$ cat config.mk
export PLATFORM = sky130hd
export DESIGN_NAME = rx_ring_manager
export DESIGN_NICKNAME = d
export VERILOG_FILES = /design/src/verilog/rx_ring_pkg.sv /design/src/verilog/rx_ring_manager.sv
export SDC_FILE = /design/constraint.sdc
export NUM_CORES = 1
export LEC_CHECK = 0
export BUFFER_PORTS_ARGS = -buffer_cell sky130_fd_sc_hd__buf_2
export CORE_MARGIN = 2
export CORE_UTILIZATION = 58
export DETAILED_ROUTE_END_ITERATION = 8
export PLACE_DENSITY = 0.81
export SYNTH_ARGS = -nofsm -noshare
export SYNTH_HDL_FRONTEND = slang
export SYNTH_SLANG_ARGS = --single-unit
$ cat constraint.sdc
create_clock -name clk_sys -period 4.6 [get_ports clk_sys]
set_clock_uncertainty 0.1 [all_clocks]
set_input_delay 0.92 -clock clk_sys [delete_from_list [all_inputs] [get_ports clk_sys]]
set_output_delay 0.92 -clock clk_sys [all_outputs]
set_load 0.05 [all_outputs]
$ cat src/verilog/rx_ring_pkg.sv
// Package for the receive ring manager: register indices, field positions,
// reset values, carrier structs and the controller state type.
// Assumes APB byte addresses are four times the register index.
package rx_ring_pkg;

    // Register indices; byte address is index times four.
    localparam logic [7:0] IDX_BYTE_COUNT_LOW  = 8'h01;
    localparam logic [7:0] IDX_BYTE_COUNT_HIGH = 8'h02;
    localparam logic [7:0] IDX_INT_STATUS      = 8'h07;
    localparam logic [7:0] IDX_RX_STATUS       = 8'h0c;
    localparam logic [7:0] IDX_RING_START      = 8'h11;
    localparam logic [7:0] IDX_RING_STOP       = 8'h12;
    localparam logic [7:0] IDX_BOUNDARY        = 8'h13;
    localparam logic [7:0] IDX_TX_STATUS       = 8'h14;
    localparam logic [7:0] IDX_CURRENT_PAGE    = 8'h17;
    localparam logic [7:0] IDX_MISSED_TALLY    = 8'h1a;
    localparam logic [7:0] IDX_INT_MASK        = 8'h1b;
    localparam logic [7:0] IDX_RX_CONFIG       = 8'h1c;
    localparam logic [7:0] IDX_TX_CONFIG       = 8'h1d;
    localparam logic [7:0] IDX_DIAG            = 8'h1e;
    localparam logic [7:0] IDX_CONFIG_B        = 8'h1f;

    // Field positions.
    localparam int INT_PKT_RX      = 0;
    localparam int INT_RX_ERR      = 2;
    localparam int INT_TX_ERR      = 3;
    localparam int INT_OVERWRITE   = 4;
    localparam int RSR_PKT_RX      = 0;
    localparam int RSR_CRC_ERR     = 1;
    localparam int RSR_ALIGN_ERR   = 2;
    localparam int RSR_MISSED      = 4;
    localparam int TSR_EARLY_UNDER = 5;
    localparam int RCR_SAVE_ERR    = 0;
    localparam int TCR_RUNT_ACCEPT = 0;
    localparam int DIAG_EARLY_RX   = 3;
    localparam int CFGB_EARLY_TX   = 0;

    // Reset values and packet layout constants.
    localparam logic [7:0]  RST_RING_START  = 8'h46;
    localparam logic [7:0]  RST_RING_STOP   = 8'h80;
    localparam logic [7:0]  HEADER_BYTES    = 8'h04;
    localparam logic [7:0]  LAST_PAGE_BYTE  = 8'hff;
    localparam logic [15:0] EARLY_HDR_COUNT = 16'h0040;

    // Receive stream from the MAC, same clock.
    typedef struct packed {
        logic       start;
        logic       valid;
        logic [7:0] data;
        logic       done;
        logic       crc_err;
        logic       align_err;
        logic       runt;
    } rx_in_t;

    // Byte write into packet memory.
    typedef struct packed {
        logic        en;
        logic [15:0] addr;
        logic [7:0]  data;
    } mem_wr_t;

    typedef enum logic [1:0] {S_IDLE, S_RECV, S_DROP, S_HDR} rx_state_t;

    typedef struct packed {
        rx_state_t   fsm;
        logic [7:0]  ring_start;
        logic [7:0]  ring_stop;
        logic [7:0]  current;
        logic [7:0]  boundary;
        logic [7:0]  rx_cfg;
        logic [7:0]  tx_cfg;
        logic [7:0]  diag;
        logic [7:0]  cfg_b;
        logic [7:0]  imr;
        logic [7:0]  interrupt_status;
        logic [7:0]  receive_status;
        logic [7:0]  transmit_status_reg;
        logic [7:0]  tally;
        logic [7:0]  wr_page;
        logic [7:0]  offset;
        logic [15:0] count;
        logic [1:0]  hdr_idx;
        logic [7:0]  next_pkt;
        mem_wr_t     mem;
        logic        pready;
        logic        pslverr;
        logic [31:0] prdata;
        logic        irq;
        logic        busy;
    } state_t;

endpackage
$ cat src/verilog/rx_ring_manager.sv
// Receive ring manager with early receive and early transmit error checks.
// Assumes an APB master on clk_sys and a MAC byte stream on the same clock.
`timescale 1ns/1ps
`default_nettype none

module rx_ring_manager (
    input  wire logic                  clk_sys,
    input  wire logic                  rst_n,
    input  wire logic                  psel,
    input  wire logic                  penable,
    input  wire logic                  pwrite,
    input  wire logic [11:0]           paddr,
    input  wire logic [31:0]           pwdata,
    output logic      [31:0]           prdata,
    output logic                       pready,
    output logic                       pslverr,
    input  wire rx_ring_pkg::rx_in_t   rx_in,
    input  wire logic [15:0]           tx_local_addr,
    input  wire logic [15:0]           tx_remote_addr,
    input  wire logic                  tx_remote_active,
    output var rx_ring_pkg::mem_wr_t   mem_wr,
    output logic                       rx_busy,
    output logic                       irq
);
    import rx_ring_pkg::*;

    state_t     st;
    state_t     next_st;
    logic [7:0] adv_page;
    logic       bnd_in_ring;
    logic       ring_full;
    logic [7:0] reg_idx;
    logic       early_mode;

    // Ring geometry helpers; the boundary only protects data while it sits inside the ring.
    always_comb begin
        adv_page    = (st.wr_page + 8'h01 == st.ring_stop) ? st.ring_start
                                                           : st.wr_page + 8'h01;
        bnd_in_ring = (st.boundary >= st.ring_start) && (st.boundary < st.ring_stop);
        ring_full   = bnd_in_ring && (adv_page == st.boundary);
        reg_idx     = paddr[9:2];
        early_mode  = st.diag[DIAG_EARLY_RX];
    end

    // Next-state logic: bus access first, then hardware events so that a set wins a clear.
    always_comb begin
        next_st         = st;
        next_st.mem.en  = 1'b0;
        next_st.pready  = 1'b0;
        next_st.pslverr = 1'b0;

        // Read data and the error answer are prepared in the first access cycle.
        if (psel && penable && !st.pready) begin
            next_st.pready = 1'b1;
            next_st.prdata = 32'h0000_0000;
            case (reg_idx)
                IDX_BYTE_COUNT_LOW:  next_st.prdata[7:0] = st.count[7:0];
                IDX_BYTE_COUNT_HIGH: next_st.prdata[7:0] = st.count[15:8];
                IDX_INT_STATUS:      next_st.prdata[7:0] = st.interrupt_status;
                IDX_RX_STATUS:       next_st.prdata[7:0] = st.receive_status;
                IDX_RING_START:      next_st.prdata[7:0] = st.ring_start;
                IDX_RING_STOP:       next_st.prdata[7:0] = st.ring_stop;
                IDX_BOUNDARY:        next_st.prdata[7:0] = st.boundary;
                IDX_TX_STATUS:       next_st.prdata[7:0] = st.transmit_status_reg;
                IDX_CURRENT_PAGE:    next_st.prdata[7:0] = st.current;
                IDX_MISSED_TALLY:    next_st.prdata[7:0] = st.tally;
                IDX_INT_MASK:        next_st.prdata[7:0] = st.imr;
                IDX_RX_CONFIG:       next_st.prdata[7:0] = st.rx_cfg;
                IDX_TX_CONFIG:       next_st.prdata[7:0] = st.tx_cfg;
                IDX_DIAG:            next_st.prdata[7:0] = st.diag;
                IDX_CONFIG_B:        next_st.prdata[7:0] = st.cfg_b;
                default:             next_st.pslverr = 1'b1;
            endcase
        end

        // Writes land at the edge where pready is seen high.
        if (psel && penable && st.pready && pwrite) begin
            case (reg_idx)
                IDX_INT_STATUS:   next_st.interrupt_status = st.interrupt_status & ~pwdata[7:0];
                IDX_BOUNDARY:     next_st.boundary = pwdata[7:0];
                IDX_INT_MASK:     next_st.imr = pwdata[7:0];
                IDX_RX_CONFIG:    next_st.rx_cfg = pwdata[7:0];
                IDX_TX_CONFIG:    next_st.tx_cfg = pwdata[7:0];
                IDX_DIAG:         next_st.diag = pwdata[7:0];
                IDX_CONFIG_B:     next_st.cfg_b = pwdata[7:0];
                IDX_TX_STATUS:    next_st.transmit_status_reg = st.transmit_status_reg & ~pwdata[7:0];
                IDX_MISSED_TALLY: next_st.tally = 8'h00;
                IDX_CURRENT_PAGE: begin
                    if (st.fsm == S_IDLE) begin
                        next_st.current = pwdata[7:0];
                    end
                end
                IDX_RING_START: begin
                    if (st.fsm == S_IDLE) begin
                        next_st.ring_start = pwdata[7:0];
                    end
                end
                IDX_RING_STOP: begin
                    if (st.fsm == S_IDLE) begin
                        next_st.ring_stop = pwdata[7:0];
                    end
                end
                default: next_st.pslverr = 1'b0;
            endcase
        end

        // Receive sequencer; the write page walks the ring, current only moves on completion.
        case (st.fsm)
            S_IDLE: begin
                if (rx_in.start) begin
                    next_st.fsm          = S_RECV;
                    next_st.wr_page      = st.current;
                    next_st.offset       = HEADER_BYTES;
                    next_st.count        = 16'h0000;
                    next_st.receive_status[RSR_PKT_RX] = 1'b0;
                end
            end
            S_RECV: begin
                if (rx_in.valid) begin
                    next_st.mem.en   = 1'b1;
                    next_st.mem.addr = {st.wr_page, st.offset};
                    next_st.mem.data = rx_in.data;
                    next_st.count    = st.count + 16'h0001;
                    next_st.offset   = st.offset + 8'h01;
                    if (early_mode && st.count == EARLY_HDR_COUNT) begin
                        next_st.interrupt_status[INT_PKT_RX] = 1'b1;
                    end
                    if (st.offset == LAST_PAGE_BYTE) begin
                        if (ring_full) begin
                            // No room: drop the rest rather than overrun unread packets.
                            next_st.fsm                = S_DROP;
                            next_st.tally              = st.tally + 8'h01;
                            next_st.receive_status[RSR_MISSED]    = 1'b1;
                            next_st.interrupt_status[INT_OVERWRITE] = 1'b1;
                        end else begin
                            next_st.wr_page = adv_page;
                            if (early_mode) begin
                                next_st.interrupt_status[INT_PKT_RX] = 1'b1;
                            end
                        end
                    end
                end else if (rx_in.done) begin
                    next_st.receive_status[RSR_CRC_ERR]   = rx_in.crc_err;
                    next_st.receive_status[RSR_ALIGN_ERR] = rx_in.align_err;
                    if (((rx_in.crc_err || rx_in.align_err) && !st.rx_cfg[RCR_SAVE_ERR]) ||
                        (rx_in.runt && !st.tx_cfg[TCR_RUNT_ACCEPT])) begin
                        // Current is left alone so the next packet lands on top of this one.
                        next_st.fsm              = S_IDLE;
                        next_st.interrupt_status[INT_RX_ERR]  = 1'b1;
                        next_st.count            = 16'h0000;
                    end else if (ring_full) begin
                        next_st.fsm                = S_IDLE;
                        next_st.tally              = st.tally + 8'h01;
                        next_st.receive_status[RSR_MISSED]    = 1'b1;
                        next_st.interrupt_status[INT_OVERWRITE] = 1'b1;
                        next_st.count              = 16'h0000;
                    end else begin
                        next_st.fsm      = S_HDR;
                        next_st.hdr_idx  = 2'd0;
                        next_st.next_pkt = adv_page;
                        if (rx_in.crc_err || rx_in.align_err) begin
                            next_st.interrupt_status[INT_RX_ERR] = 1'b1;
                        end
                    end
                end
            end
            S_DROP: begin
                if (rx_in.done) begin
                    next_st.fsm   = S_IDLE;
                    next_st.count = 16'h0000;
                end
            end
            S_HDR: begin
                // Header bytes: status, next packet page, count low, count high.
                next_st.mem.en   = 1'b1;
                next_st.mem.addr = {st.current, 6'h00, st.hdr_idx};
                case (st.hdr_idx)
                    2'd0:    next_st.mem.data = st.receive_status | 8'h01;
                    2'd1:    next_st.mem.data = st.next_pkt;
                    2'd2:    next_st.mem.data = st.count[7:0];
                    default: next_st.mem.data = st.count[15:8];
                endcase
                next_st.hdr_idx = st.hdr_idx + 2'd1;
                if (st.hdr_idx == 2'd3) begin
                    next_st.fsm             = S_IDLE;
                    next_st.current         = st.next_pkt;
                    next_st.count           = 16'h0000;
                    next_st.interrupt_status[INT_PKT_RX] = 1'b1;
                    next_st.receive_status[RSR_PKT_RX] = 1'b1;
                end
            end
            default: next_st.fsm = S_IDLE;
        endcase

        // Local read pointer overtaking the remote fill pointer means a corrupt send.
        if (st.cfg_b[CFGB_EARLY_TX] && tx_remote_active && (tx_local_addr > tx_remote_addr)) begin
            next_st.transmit_status_reg[TSR_EARLY_UNDER] = 1'b1;
            next_st.interrupt_status[INT_TX_ERR]      = 1'b1;
        end

        next_st.irq  = |(next_st.interrupt_status & st.imr);
        next_st.busy = (next_st.fsm != S_IDLE);
    end

    // All state lives in one register; outputs come straight from it.
    always_ff @(posedge clk_sys or negedge rst_n) begin
        if (!rst_n) begin
            st            <= '0;
            st.fsm        <= S_IDLE;
            st.ring_start <= RST_RING_START;
            st.ring_stop  <= RST_RING_STOP;
            st.current    <= RST_RING_START;
            st.boundary   <= RST_RING_START;
        end else begin
            st <= next_st;
        end
    end

    assign prdata  = st.prdata;
    assign pready  = st.pready;
    assign pslverr = st.pslverr;
    assign mem_wr  = st.mem;
    assign rx_busy = st.busy;
    assign irq     = st.irq;
endmodule

`default_nettype wire

## Yosys cells after proc, flatten, opt, wreduce, memory -nomap -nowiden

Cells that the tools add are included.

| word-level totals | value |
|---|---|
| flip-flop bits (word level) | 181 |
| input bits | 96 |
| output and inout port bits | 61 |

| operators by class | value |
|---|---|
| $add $sub $neg | 5 |
| $lt $le $gt $ge | 3 |
| equality and inequality tests | 38 |
| muxes and demuxes | 84 |
| bitwise gates (word level) | 7 |
| reductions and logical operators | 47 |

Operators by type and width:

| kind | number |
|---|---|
| $mux W8 | 19 |
| $pmux W8 S15 | 1 |
| $mux W16 | 7 |
| $eq A8 B5 Y1 const B | 11 |
| $mux W64 | 1 |
| $pmux W16 S4 | 1 |
| $pmux W25 S2 | 1 |
| $mux W34 | 1 |
| $mux W32 | 1 |
| $pmux W16 S2 | 1 |
| $mux W1 | 30 |
| $mux W10 | 3 |
| $mux W26 | 1 |
| $mux W25 | 1 |
| $add A8 B1 Y8 const B | 3 |
| $and A8 B8 Y8 | 3 |
| $pmux W8 S3 | 1 |
| $ne A2 B2 Y1 const B | 10 |
| $reduce_and A5 Y1 | 4 |
| $mux W2 | 9 |
| $reduce_and A2 Y1 | 9 |
| $add A16 B1 Y16 const B | 1 |
| $eq A16 B7 Y1 const B | 1 |
| $eq A8 B8 Y1 | 2 |
| 31 further kinds | 62 |

## Longest topological paths before layout

| logic depth | value |
|---|---|
| depth in word-level cells | 12 |
| mapped depth | 14 |

## Worst setup path before layout

No wires, ideal clock.

| timing | value |
|---|---|
| kind | register to register |
| start | reg st[96] (netlist bit) |
| end | reg st[80] (netlist bit) |
| arrival time | 3.212 ns |
| data required time | 4.421 ns |
| slack | 1.210 ns |
| stages on the path, launching flop included | 13 |
| path buffers | 1 |
| path through | dfrtp_1 ha_1 xnor2_1 xnor2_1 nand4_1 a2111oi_0 nor2_1 nor4_4 nand4_2 a211o_1 buf_6 or4_1 a21oi_1 |

| between the ends | value |
|---|---|
| longest elaborated chain between the ends | 7 |

RTL lines:

| what | line | text |
|---|---|---|
| from (decl) | rx_ring_manager.sv:27 | `state_t st;` |
| from (signal assigned) | rx_ring_manager.sv:215 | `st <= next_st;` |
| $add A8 B1 Y8 * | rx_ring_manager.sv:37, rx_ring_manager.sv:38 |  |
| $eq A8 B8 Y1 | rx_ring_manager.sv:37 | `adv_page = (st.wr_page + 8'h01 == st.ring_stop) ? st.ring_start` |
| $mux W8 * | rx_ring_manager.sv:37 |  |
| $eq A8 B8 Y1 * | rx_ring_manager.sv:40 | `ring_full = bnd_in_ring && (adv_page == st.boundary);` |
| $logic_and A1 B1 Y1 * | rx_ring_manager.sv:40 |  |
| $ne A4 B4 Y1 (no source line) * | -- |  |
| $reduce_and A5 Y1 (no source line) * | -- |  |

Mark *: on every way between the ends. The rest lies on a longest branch, timed or not.
A chain may end at the register's enable or synchronous reset.

## Worst setup path in the final report

| timing | value |
|---|---|
| start | reg st[96] (netlist bit) |
| end | reg st[83] (netlist bit) |

The elaborated chain is that of the path after synthesis.

==> results.ini <==
[place]
place_congestion = 0.948
hpwl_um = 21300
port_buffers = 104
placed_area_sq_um = 11200

[yosys]
synthesis.area_sq_um = 10800
yosys_most_used_dff = dfrtp_1
ys_seq_elements = 181
ys_warn_count = 0
ys_seq_area_frac = 0.421
yosysTopAreaCell = dfrtp_1
ys_top_cells_by_count = dfrtp_1 (171), nand2_1 (98), o21ai_0 (70), mux2_2 (60), buf_4 (58)
yosysTopAreaCellShare = 0.397
synthTopCellsByArea = dfrtp_1 (40%), mux2_2 (6.3%), ha_1 (4.6%), buf_4 (4.0%), nand2_1 (3.4%)
syn_inst = 1100
syn_avg_cell_area_sq_um = 9.80
synth_cell_types = 71
yosysMostFrequentCell = dfrtp_1
async_flop_share = 1.00
synth_edf_count = 0

[min_path]
hp-class = flop to flop
hp-start = st[116]
min_to = st[116]
hold_path_depth = 1

[pwr]
power.leakage_nw = 5.48
max-vdd-ir-drop_mv = 0.317
power.density_nw_per_um2 = 482

[critical_path]
crit_path_start = st[96]
critPathRequiredTime_ns = 4.86
worstReg2RegStart = st[96]
path_max_fanout = 22
arrival_ns = 4.58
crit_path_start_kind = flop
endpoint_kind = flop
worstRegToRegCells = 11
criticalPathCategory = flop to flop
regToRegEndpoint = st[83]
r2r_setup_slack_ns = 0.28

[sta]
finalSetupViolations = 0
hold_slack_ns = 0.391
fin_crit_ns = 4.32
report.final.slew_viol_count = 0
worst_pin_slew_ns = 1.04
slew_headroom = 0.299
hold_violations = 0
fin_crit_sh = 0.939
rsz0062_at_grt = no
max_freq_ghz = 0.231
setup_tns_ns = 0

[layout]
postLayoutCellArea_sq_um = 11800
multi_input_area_sq_um = 5500
antenna_cells = 0
fillCellCount = 1434
regArea_sq_um = 4540
drive_gt1_frac = 0.211
area_growth_syn_to_layout_pct = 9.35
num-nets-final = 1293

[run_status]
status = complete, no violations

[route]
drt_iter0_drc = 1253
drt_first_pass_iters = 5
avgRoutedWirePerCell_um = 21.0
via_per_inst = 6.52
num_vias = 9117
drt_wl_total_um = 29300
ant_nets = 0
drc = 0

[clock_network]
ctsHtreeMaxLevel = 4
numCtsBuffers = 17
cts_root_buf = clkbuf_16
clockBufferDepth = 2
cts_setup_buffers = 0
clk_pin_slew_ns = 0.07
cts.sinks = 181
insertion_delay_ns = 0.44
cts_tree = built
cts_hold_buffers = 0
ctsResizeCount = 0

[die]
die_w_um = 140
die-area_sq_um = 19700
floorplan.rows = 49
core_area_sq_um = 18100
initial_core_util = 0.596
dieHeight_um = 140
io_pins = 157

[flow_run]
cap_violations = 0

[global_routing]
grt_pass1_vias = 8703
grt_usage = 0.301
grt-ovfl-total = 0
grt_pass1_wl_um = 46800
grt_max_degree = 111
antenna_found_initial = 0

-- metal layers --
layer,vias to the layer above,GRT usage,share of wire
met5,-,0,0
met4,0,0.147,0.051
met3,101,0.0574,0.089
met2,503,0.467,0.45
met1,4383,0.408,0.41
li1,4130,-,-
-- metrics by stage --
step           std cells   util  power [mW]  setup slack (ns)
2_1_floorplan       1123      -        3.85              1.21
3_5_place_dp        1367  0.620        4.25             0.415
6_report            1399  0.652        5.69             0.279
5_1_grt             1399  0.652        5.97            0.0270
4_1_cts             1399  0.652        5.67             0.346
3_3_place_gp        1367  0.620        4.20             0.476
-- how the worst max path moves through the flow --
stage	cells past startpoint	end
floorplan	12	st[80]
global placement	11	st[83]
detailed placement	11	st[86]
CTS	11	st[83]
global route	11	st[83]
finish	11	st[83]
-- worst max-delay path: stages, from the launching register on --
cell       delay, ns
dfrtp_1         0.45
ha_1            0.24
xnor2_1         0.38
xnor2_1         0.20
nand4_1         0.31
nor4_1          0.42
a221oi_1        0.16
a2111oi_2       0.31
nand4_2         0.30
a211o_1         0.61
or4_1           0.58
a21oi_1         0.18
-- registers in the layout (all words and copies together), names as in the netlist --
name / flops
rx_busy: 1
prdata: 8
pslverr: 1
irq: 1
early_mode: 1
pready: 1
mem_wr: 25
st: 143
-- cells in the final DEF, fill, tap and decap left out, types with 14 or more instances in the layout --
master     instances
a222oi_1          16
inv_1             50
a22oi_1           17
o22ai_1           30
mux2i_1           23
buf_4             20
a21oi_1           41
nor2_1            49
a221o_1           14
and3_1            21
mux2_2            60
o21ai_0           70
a21o_1            16
dfrtp_1          171
nor3_1            19
nand4_1           15
clkbuf_16         17
buf_2            103
ha_1              40
conb_1            24
nand3_1           18
nand2_1           98
a221oi_1          15
-- power by group --
group	internal [mW]	switching, mW	total [mW]
clock	0.759	0.665	1.42
combinational	0.716	1.37	2.08
sequential	1.85	0.326	2.18
-- layout make-up --
type / count / area share
tap: 229 / 0.0243
clock buffer: 17 / 0.0361
timing repair buffer: 125 / 0.0591
sequential: 181 / 0.385
clock inverter: 15 / 0.0127
multi-input combinational: 781 / 0.466
inverter: 51 / 0.0162
-- logic make-up after synthesis --
family	synth area share
AO/OA/AOI/OAI	0.198
XOR/XNOR	0.0225
adder cells (fa/ha/maj)	0.0464
buffers and inverters	0.0774
flip-flops	0.421
multiplexers	0.0924
other	0.000348
AND/OR/NAND/NOR	0.142
Power figures use the tool's default switching activity.
